`src/pkg/tes_pkg.sv`:
```
/*
 Constants for the trigger exposure sequencer: register offsets, fields,
 reset values and timing counts.
 Assumes a 10 MHz system clock and a plain word register port.
*/
package tes_pkg;
    // Register offsets (byte addresses, one word each)
    localparam logic [7:0] ADDR_CTRL = 8'h00;
    localparam logic [7:0] ADDR_INTEG = 8'h04;
    localparam logic [7:0] ADDR_READOUT = 8'h08;
    localparam logic [7:0] ADDR_ROWLEN = 8'h0C;
    localparam logic [7:0] ADDR_STATUS = 8'h10;
    localparam logic [7:0] ADDR_SWTRIG = 8'h14;
    // Control fields
    localparam int CTRL_TRIG_MODE_BIT = 0;
    localparam int CTRL_EDGE_POL_BIT = 1;
    // Status fields
    localparam int ST_EXPOSE_BIT = 0;
    localparam int ST_READOUT_BIT = 1;
    localparam int ST_ACCEPT_BIT = 2;
    localparam int ST_IDLE_BIT = 3;
    localparam int ST_IMAGING_BIT = 4;
    localparam int ST_MISSED_BIT = 5;
    // Reset values, in clock cycles where a time
    localparam logic [1:0] CTRL_RESET = 2'h1;
    localparam logic [23:0] INTEG_RESET = 24'h0003E8;
    localparam logic [23:0] READOUT_RESET = 24'h002710;
    localparam logic [23:0] ROWLEN_RESET = 24'h000064;
    localparam logic [31:0] UNMAPPED_DATA = 32'h00000000;
endpackage

```
`src/verilog/tes_sequencer.sv`:
```
/*
 Trigger exposure sequencer: turns trigger events into exposure and readout
 phases, overlapping a new exposure with the running readout.
 Assumes one 10 MHz clock, an asynchronous trigger pin, and a register
 master that keeps strobes one cycle long and never both at once.
*/
// Notes on behaviour
// - Readout starts by itself the moment an exposure ends.
// - An overlapped exposure ends only after the running readout has completed.
// - During readout, exposures start only on a row-gap boundary.
// - Lead delay equals readout length minus stored integration time, floored at zero.
// - Accept rises one lead delay after an exposure starts, but not before that exposure ends.
// - Accept shows whether another trigger would be taken now.
// - Exposure output is high exactly while integrating.
// - Readout output is high exactly while reading out.
// - Imaging is high while exposure or readout is active.
// - Idle is high while neither exposure nor readout is active.
// - Each exposure is timed with the integration time held in the register, or with the remaining readout when that is longer.
// - A trigger during readout may wait up to one row time.
// - In trigger mode no frame starts without a trigger event.
`timescale 1ns/1ps
module tes_sequencer #(
    parameter int TIME_W = 24
) (
    // Clock and reset
    input wire logic sys_clk,
    input wire logic resetn,
    // Trigger pin
    input wire logic user_trigger,
    // Register port
    input wire logic [7:0] reg_addr,
    input wire logic [31:0] reg_wdata,
    input wire logic reg_wr,
    input wire logic reg_rd,
    output logic [31:0] reg_rdata,
    // Sequence indications
    output logic exposure_out,
    output logic readout_out,
    output logic trigger_accept,
    output logic imaging_out,
    output logic idle_out
);
    typedef enum logic [2:0] {
        TES_EXP_IDLE = 3'b001,
        TES_EXP_WAIT = 3'b010,
        TES_EXP_RUN = 3'b100
    } tes_exp_e;

    tes_exp_e exp_state_reg;
    logic [1:0] ctrl_reg;
    logic [TIME_W-1:0] integ_reg;
    logic [TIME_W-1:0] readout_len_reg;
    logic [TIME_W-1:0] row_len_reg;
    logic [2:0] trig_sync_reg;
    logic trig_level_reg;
    logic sw_trig_reg;
    logic missed_reg;
    logic [TIME_W-1:0] exp_cnt_reg;
    logic [TIME_W-1:0] exp_len_reg;
    logic [TIME_W-1:0] ro_cnt_reg;
    logic [TIME_W-1:0] row_cnt_reg;
    logic [TIME_W-1:0] lead_cnt_reg;
    logic lead_run_reg;
    logic ro_active_reg;
    logic accept_reg;
    logic exposure_reg;
    logic [31:0] rdata_reg;

    logic trig_edge;
    logic trig_event;
    logic row_gap;
    logic exp_start;
    logic exp_end;
    logic ro_end;
    logic [TIME_W-1:0] lead_delay;
    logic [TIME_W-1:0] ro_left;

    // Saturating difference, floored at zero
    function automatic logic [TIME_W-1:0] sat_sub(input logic [TIME_W-1:0] a,
                                                  input logic [TIME_W-1:0] b);
        sat_sub = (a > b) ? a - b : '0;
    endfunction

    // Trigger pin: three stages, change taken when stages two and three agree
    always_ff @(posedge sys_clk or negedge resetn) begin
        if (!resetn) begin
            trig_sync_reg <= 3'h0;
            trig_level_reg <= 1'b0;
        end else begin
            trig_sync_reg <= {trig_sync_reg[1:0], user_trigger};
            if (trig_sync_reg[1] == trig_sync_reg[2]) begin
                trig_level_reg <= trig_sync_reg[2];
            end
        end
    end

    assign trig_edge = (trig_sync_reg[1] == trig_sync_reg[2])
                       && (trig_sync_reg[2] != trig_level_reg)
                       && (trig_sync_reg[2] != ctrl_reg[tes_pkg::CTRL_EDGE_POL_BIT]);
    assign trig_event = ctrl_reg[tes_pkg::CTRL_TRIG_MODE_BIT] ? (trig_edge || sw_trig_reg)
                                                               : accept_reg;
    assign lead_delay = sat_sub(readout_len_reg, integ_reg);
    assign ro_left = sat_sub(readout_len_reg, ro_cnt_reg);
    assign row_gap = !ro_active_reg || (row_cnt_reg == '0);
    assign exp_end = (exp_state_reg == TES_EXP_RUN) && (exp_cnt_reg + 1'b1 >= exp_len_reg);
    assign ro_end = ro_active_reg && (ro_cnt_reg + 1'b1 >= readout_len_reg);
    assign exp_start = (exp_state_reg == TES_EXP_WAIT) && row_gap;

    // Registers written by software
    always_ff @(posedge sys_clk or negedge resetn) begin
        if (!resetn) begin
            ctrl_reg <= tes_pkg::CTRL_RESET;
            integ_reg <= TIME_W'(tes_pkg::INTEG_RESET);
            readout_len_reg <= TIME_W'(tes_pkg::READOUT_RESET);
            row_len_reg <= TIME_W'(tes_pkg::ROWLEN_RESET);
            sw_trig_reg <= 1'b0;
        end else begin
            sw_trig_reg <= 1'b0;
            if (reg_wr) begin
                case (reg_addr)
                    tes_pkg::ADDR_CTRL: ctrl_reg <= reg_wdata[1:0];
                    tes_pkg::ADDR_INTEG: integ_reg <= (reg_wdata[TIME_W-1:0] == '0)
                                                      ? TIME_W'(1) : reg_wdata[TIME_W-1:0];
                    tes_pkg::ADDR_READOUT: readout_len_reg <= (reg_wdata[TIME_W-1:0] == '0)
                                                      ? TIME_W'(1) : reg_wdata[TIME_W-1:0];
                    tes_pkg::ADDR_ROWLEN: row_len_reg <= (reg_wdata[TIME_W-1:0] == '0)
                                                      ? TIME_W'(1) : reg_wdata[TIME_W-1:0];
                    tes_pkg::ADDR_SWTRIG: sw_trig_reg <= reg_wdata[0];
                    default: sw_trig_reg <= 1'b0;
                endcase
            end
        end
    end

    // Exposure state machine
    always_ff @(posedge sys_clk or negedge resetn) begin
        if (!resetn) begin
            exp_state_reg <= TES_EXP_IDLE;
            exp_cnt_reg <= '0;
            exp_len_reg <= '0;
            exposure_reg <= 1'b0;
        end else begin
            case (exp_state_reg)
                TES_EXP_IDLE: begin
                    if (trig_event && accept_reg) begin
                        exp_state_reg <= TES_EXP_WAIT;
                    end
                end
                TES_EXP_WAIT: begin
                    if (exp_start) begin
                        exp_state_reg <= TES_EXP_RUN;
                        exp_cnt_reg <= '0;
                        // Stretch so the exposure cannot end before the readout
                        exp_len_reg <= (ro_active_reg && ro_left > integ_reg)
                                       ? ro_left : integ_reg;
                        exposure_reg <= 1'b1;
                    end
                end
                TES_EXP_RUN: begin
                    exp_cnt_reg <= exp_cnt_reg + 1'b1;
                    if (exp_end) begin
                        exp_state_reg <= TES_EXP_IDLE;
                        exposure_reg <= 1'b0;
                    end
                end
                default: begin
                    exp_state_reg <= TES_EXP_IDLE;
                    exposure_reg <= 1'b0;
                end
            endcase
        end
    end

    // Readout phase and row timing
    always_ff @(posedge sys_clk or negedge resetn) begin
        if (!resetn) begin
            ro_active_reg <= 1'b0;
            ro_cnt_reg <= '0;
            row_cnt_reg <= '0;
        end else begin
            if (exp_end) begin
                ro_active_reg <= 1'b1;
                ro_cnt_reg <= '0;
                row_cnt_reg <= '0;
            end else if (ro_active_reg) begin
                ro_cnt_reg <= ro_cnt_reg + 1'b1;
                row_cnt_reg <= (row_cnt_reg + 1'b1 >= row_len_reg) ? '0
                                                                   : row_cnt_reg + 1'b1;
                if (ro_end) begin
                    ro_active_reg <= 1'b0;
                end
            end
        end
    end

    // Accept: low from trigger until one lead delay after exposure start, and not before exposure end
    always_ff @(posedge sys_clk or negedge resetn) begin
        if (!resetn) begin
            accept_reg <= 1'b1;
            lead_run_reg <= 1'b0;
            lead_cnt_reg <= '0;
            missed_reg <= 1'b0;
        end else begin
            if (exp_state_reg == TES_EXP_IDLE && trig_event && accept_reg) begin
                accept_reg <= 1'b0;
            end else if (exp_start) begin
                lead_run_reg <= 1'b1;
                lead_cnt_reg <= '0;
            end else if (lead_run_reg) begin
                lead_cnt_reg <= lead_cnt_reg + 1'b1;
                // Never while exposing: the exposure machine only takes triggers when idle
                if (lead_cnt_reg + 1'b1 >= lead_delay
                    && (exp_state_reg == TES_EXP_IDLE || exp_end)) begin
                    lead_run_reg <= 1'b0;
                    accept_reg <= 1'b1;
                end
            end
            if (trig_edge && !accept_reg) begin
                missed_reg <= 1'b1;
            end else if (reg_rd && reg_addr == tes_pkg::ADDR_STATUS) begin
                missed_reg <= 1'b0;
            end
        end
    end

    // Read data, valid in the cycle after the read strobe only
    always_ff @(posedge sys_clk or negedge resetn) begin
        if (!resetn) begin
            rdata_reg <= 32'h00000000;
        end else if (reg_rd) begin
            case (reg_addr)
                tes_pkg::ADDR_CTRL: rdata_reg <= {30'h0, ctrl_reg};
                tes_pkg::ADDR_INTEG: rdata_reg <= 32'(integ_reg);
                tes_pkg::ADDR_READOUT: rdata_reg <= 32'(readout_len_reg);
                tes_pkg::ADDR_ROWLEN: rdata_reg <= 32'(row_len_reg);
                tes_pkg::ADDR_STATUS: rdata_reg <= {26'h0, missed_reg,
                                                    exposure_reg || ro_active_reg,
                                                    !(exposure_reg || ro_active_reg),
                                                    accept_reg, ro_active_reg, exposure_reg};
                default: rdata_reg <= tes_pkg::UNMAPPED_DATA;
            endcase
        end else begin
            rdata_reg <= 32'h00000000;
        end
    end

    // Indication outputs, each from its own flip-flop
    always_ff @(posedge sys_clk or negedge resetn) begin
        if (!resetn) begin
            exposure_out <= 1'b0;
            readout_out <= 1'b0;
            trigger_accept <= 1'b0;
            imaging_out <= 1'b0;
            idle_out <= 1'b1;
        end else begin
            exposure_out <= exposure_reg;
            readout_out <= ro_active_reg;
            trigger_accept <= accept_reg;
            imaging_out <= exposure_reg || ro_active_reg;
            idle_out <= !(exposure_reg || ro_active_reg);
        end
    end

    assign reg_rdata = rdata_reg;
endmodule

```
`config.mk`:
```
export PLATFORM = sky130hd
export DESIGN_NAME = tes_sequencer
export DESIGN_NICKNAME = d
export VERILOG_FILES = /design/src/pkg/tes_pkg.sv /design/src/verilog/tes_sequencer.sv
export SDC_FILE = /design/constraint.sdc
export NUM_CORES = 1
export LEC_CHECK = 0
export ABC_AREA = 1
export BUFFER_PORTS_ARGS = -buffer_cell sky130_fd_sc_hd__buf_2
export CORE_MARGIN = 3
export CORE_UTILIZATION = 64
export DETAILED_ROUTE_END_ITERATION = 8
export PLACE_DENSITY = 0.87
export SYNTH_ARGS = -nofsm -noshare
export SYNTH_HDL_FRONTEND = slang
export SYNTH_SLANG_ARGS = --single-unit
```
`constraint.sdc`:
```
create_clock -name sys_clk -period 5 [get_ports sys_clk]
set_input_delay 0.5 -clock sys_clk [delete_from_list [all_inputs] [get_ports sys_clk]]
set_output_delay 0.5 -clock sys_clk [all_outputs]
set_load 0.01 [all_outputs]
```
==> summary.md <==
| Metric | Value |
|---|---|
| Cell row count | 61 |
| Quantity of gates resized following cts | 0 |
| Minimum clock period after layout | 4.14 ns |
| Highest Signal Layer | met5 |
| Detailed placement HPWL | 42.8 mm |
| Placement Cell Area | 19200 µm² |
| Period utilization | 0.828 |
| I/O pin count | 82 |
| Number of antenna repair diodes | 0 |
| Critical path depth in cells | 19 |
| Initial detailed-routing violation count | 2235 |
| Type of the worst setup path | reg2reg |
| Required time of the critical path | 5.45 ns |
| Largest stage delay, worst path | 0.57 ns |
| Pin count of the biggest net entering global routing | 127 |
| Maximum Capacitance Violations | 0 |
| Synthesized flop and latch total | 236 |
| Warnings, synthesis | 0 |
| Share of final-layout standard cells stronger than drive strength 1 | 0.0757 |
| Cell seen most often among critical-path stages | sky130_fd_sc_hd__nand2_1 |
| Rel. slew slack | 0.335 |
| Total non-filler cell area in the finished layout | 20100 µm² |
| Via count of the first global-routing pass | 17600 |
| Core occupancy in the finished layout | 0.712 |
| Routed length on met2 | 24.6 mm |
| Setup Viol. Count Final | 0 |
| RSZ-0062 raised after global routing | no |
| Combined global-route utilization of all metal layers | 0.356 |
| Clock skew after layout | 0.0126 ns |
| Number of slew-limit violations in the final report | 0 |
| Routed via count | 18300 |
| Synthesis-to-layout area growth | 8.33% |
| Clock insertion delay at the later pin of the skew report | 0.55 ns |
| Routability cong. | 1.07 |
| Routed length on met3 | 5.81 mm |
| Number of input and output port buffers inserted | 65 |
| Primary flip-flop cell chosen by synthesis mapping | sky130_fd_sc_hd__dfrtp_1 |
| Post-synthesis sequential area ratio | 0.320 |
| Worst min-delay path category | in2reg |
| Startpoint of the worst register-to-register path | exp_cnt_reg[2]$_DFFE_PN0P_ |
| Remaining routing DRC violations | 0 |
| DRT Pass-1 Iters | 6 |
| Fmax | 242 MHz |
| Dpl cells | 3078 |
| Worst setup path endpoint | ro_cnt_reg[0]$_DFFE_PN0P_ |
| DIE WIDTH | 176 µm |
| Reg-to-reg setup timing slack | 0.86 ns |
| Number of buffers on the longest clock path | 3 |
| Net total in the final layout | 2948 |
| Path depth of the worst reg2reg path | 19 |
| Count of buffering cells on the critical path with inverters included | 2 |
| Worst supply voltage drop on vdd | 0.267 mV |
| Die footprint | 31000 µm² |
| Number of library cell types mapped by synthesis | 54 |
| Number of nets still failing antenna checks after routing | 0 |
| Cell with the largest stage delay on the worst path | sky130_fd_sc_hd__nand2_1 |
| Kind of cell with the highest combined delay on the critical path | simple AND/OR/NAND/NOR gates |
| Total negative slack for setup checks | 0 ns |
| Type of element launching the critical path | flop |
| Average cell area after synthesis | 6.94 µm² |
| Share of async-settable or async-resettable flops after synthesis | 1.00 |
| Met1 layer wirelength in the final routing | 21.6 mm |
| Clk pin slew, worst setup/hold paths | 0.06 ns |
| WP data arrival | 4.59 ns |
| Cell-by-cell listing of the critical path | nand3_1 > nor2_2 > nand4_1 > nor3_1 > nand3_1 > nand2_1 > inv_1 > nor2_1 > inv_1 > ha_1 > a21oi_1 > nand2_1 > nand2_1 > nand2_1 > a21oi_1 > nand2_1 > nand2_1 > nand2_1 > o21ai_0 |
| Max H-tree Level | 1 |
| Worst setup path startpoint | exp_cnt_reg[2]$_DFFE_PN0P_ |
| Grt total ovfl | 0 |
| Clock net sink count | 236 |
| Initial standard-cell utilization of the core | 0.658 |
| TritonCTS clock tree | yes |
| Clock buffers created by TritonCTS | 26 |
| Reg-to-Reg End | ro_cnt_reg[0]$_DFFE_PN0P_ |
| Count of hold buffers inserted by post-cts repair | 0 |
| Maximum fanout encountered on the critical timing path | 17 |
| Leakage dissipation | 11.1 nW |
| First-pass GRT wire length | 89.0 mm |
| Post-layout instance count excluding filler cells | 3126 |
| WL/cell | 17.7 µm |
| Number of flops mapped to enable cells by yosys | 0 |
| Final wirelength | 55.2 mm |
| Vias per Instance | 5.84 |
| Initial antenna violation count | 1 |
| Number of instances in the synthesized netlist | 2670 |
| CTS root buffer | sky130_fd_sc_hd__clkbuf_16 |
| Hold Vio Cnt, Final | 0 |
| Post-CTS setup buffer count | 0 |
| Slew @ Worst Pin | 0.998 ns |
| Ratio of total power to cell area | 247 nW/µm² |
| Sort of element at the end of the critical path | flop |
| Die boundary height | 176 µm |
| Synthesized cell area | 18500 µm² |
| Floorplan Core Area | 28200 µm² |
| Result of the run | complete, no violations |
## worst min path at each step
stage / from / to / slack [ns] / cells past startpoint
2_1_floorplan: resetn / ctrl_reg[1]$_DFFE_PN0P_ / 0.20 / 0
3_3_place_gp: trig_sync_reg[0]$_DFF_PN0_ / trig_sync_reg[1]$_DFF_PN0_ / 0.33 / 0
3_5_place_dp: trig_sync_reg[0]$_DFF_PN0_ / trig_sync_reg[1]$_DFF_PN0_ / 0.34 / 0
4_1_cts: user_trigger / trig_sync_reg[0]$_DFF_PN0_ / 0.06 / 1
5_1_grt: user_trigger / trig_sync_reg[0]$_DFF_PN0_ / 0.06 / 1
6_report: user_trigger / trig_sync_reg[0]$_DFF_PN0_ / 0.06 / 1
## per-stage QoR
step                hold slack, ns  setup WS (ns)  total power [mW]
floorplan                    0.204           1.52              2.74
global placement             0.332           1.06              2.97
detailed placement           0.340          0.959              3.00
CTS                         0.0608          0.938              4.95
global route                0.0568          0.471              5.17
finish                      0.0644          0.859              4.96
## synth_stat cells, drive strengths merged, types with 27 or more instances
| cell type | count | area share |
|---|---|---|
| inv | 492 | 0.10 |
| nor3 | 48 | 0.014 |
| a21oi | 123 | 0.033 |
| buf | 38 | 0.013 |
| ha | 173 | 0.12 |
| o21ai | 172 | 0.047 |
| nor2 | 203 | 0.044 |
| clkbuf | 27 | 0.0055 |
| xor2 | 68 | 0.032 |
| nand3 | 159 | 0.049 |
| nand4 | 51 | 0.018 |
| o22ai | 77 | 0.026 |
| dfrtp | 218 | 0.29 |
| nand2 | 715 | 0.15 |
## placed cells by master, fill, tap and decap left out, drive strengths merged, types with 36 or more instances in the layout
| cell | count |
|---|---|
| dfrtp | 218 |
| buf | 88 |
| a21oi | 123 |
| o22ai | 77 |
| nor2 | 203 |
| nand3 | 159 |
| ha | 173 |
| nand2 | 715 |
| nor3 | 48 |
| o21ai | 172 |
| clkbuf | 36 |
| inv | 494 |
| xor2 | 68 |
| nand4 | 51 |
## where the power goes
| part | leakage [nW] | switching [mW] | total, mW | internal [mW] |
|---|---|---|---|---|
| clock | 0.423 | 0.825 | 1.97 | 1.14 |
| combinational | 7.58 | 0.682 | 1.00 | 0.318 |
| sequential | 3.13 | 0.0364 | 1.99 | 1.95 |
| total | 11.1 | 1.54 | 4.96 | 3.41 |
## routing by layer
| layer | vias to the layer above | GRT usage |
|---|---|---|
| met1 | 8489 | 0.459 |
| met2 | 918 | 0.565 |
| met3 | 192 | 0.0837 |
| met5 | - | 0 |
| li1 | 8662 | - |
| met4 | 2 | 0.172 |
## worst reg2reg max path: stages, from the launching register on
cell                      delay, ns
sky130_fd_sc_hd__dfrtp_1       0.40
sky130_fd_sc_hd__nand3_1       0.15
sky130_fd_sc_hd__nor2_2        0.26
sky130_fd_sc_hd__nand4_1       0.20
sky130_fd_sc_hd__nor3_1        0.27
sky130_fd_sc_hd__nand3_1       0.17
sky130_fd_sc_hd__nand2_1       0.09
sky130_fd_sc_hd__inv_1         0.04
sky130_fd_sc_hd__nor2_1        0.13
sky130_fd_sc_hd__inv_1         0.06
sky130_fd_sc_hd__ha_1          0.29
sky130_fd_sc_hd__a21oi_1       0.17
sky130_fd_sc_hd__nand2_1       0.07
sky130_fd_sc_hd__nand2_1       0.05
sky130_fd_sc_hd__nand2_1       0.07
sky130_fd_sc_hd__a21oi_1       0.23
sky130_fd_sc_hd__nand2_1       0.08
sky130_fd_sc_hd__nand2_1       0.44
sky130_fd_sc_hd__nand2_1       0.57
sky130_fd_sc_hd__o21ai_0       0.31
## area by class of cell
cell class	count	area [µm²]
repair buffers	88	520
clock inverters	12	126
well taps	378	473
flip-flops and latches	236	5930
inverters	493	1850
multi-input cells	1883	10400
fillers	2235	8100
clock buffers	36	739
## cell families after synthesis
| kind of cell | share of synthesized area |
|---|---|
| xor gates and xnor gates | 0.0355 |
| adders and majority gates | 0.119 |
| and+or+nand+nor | 0.287 |
| DFF | 0.320 |
| other | 0.000202 |
| AOI/OAI and AO/OA | 0.119 |
| buffers and inverters | 0.119 |
(Power assumes the default switching activity.)
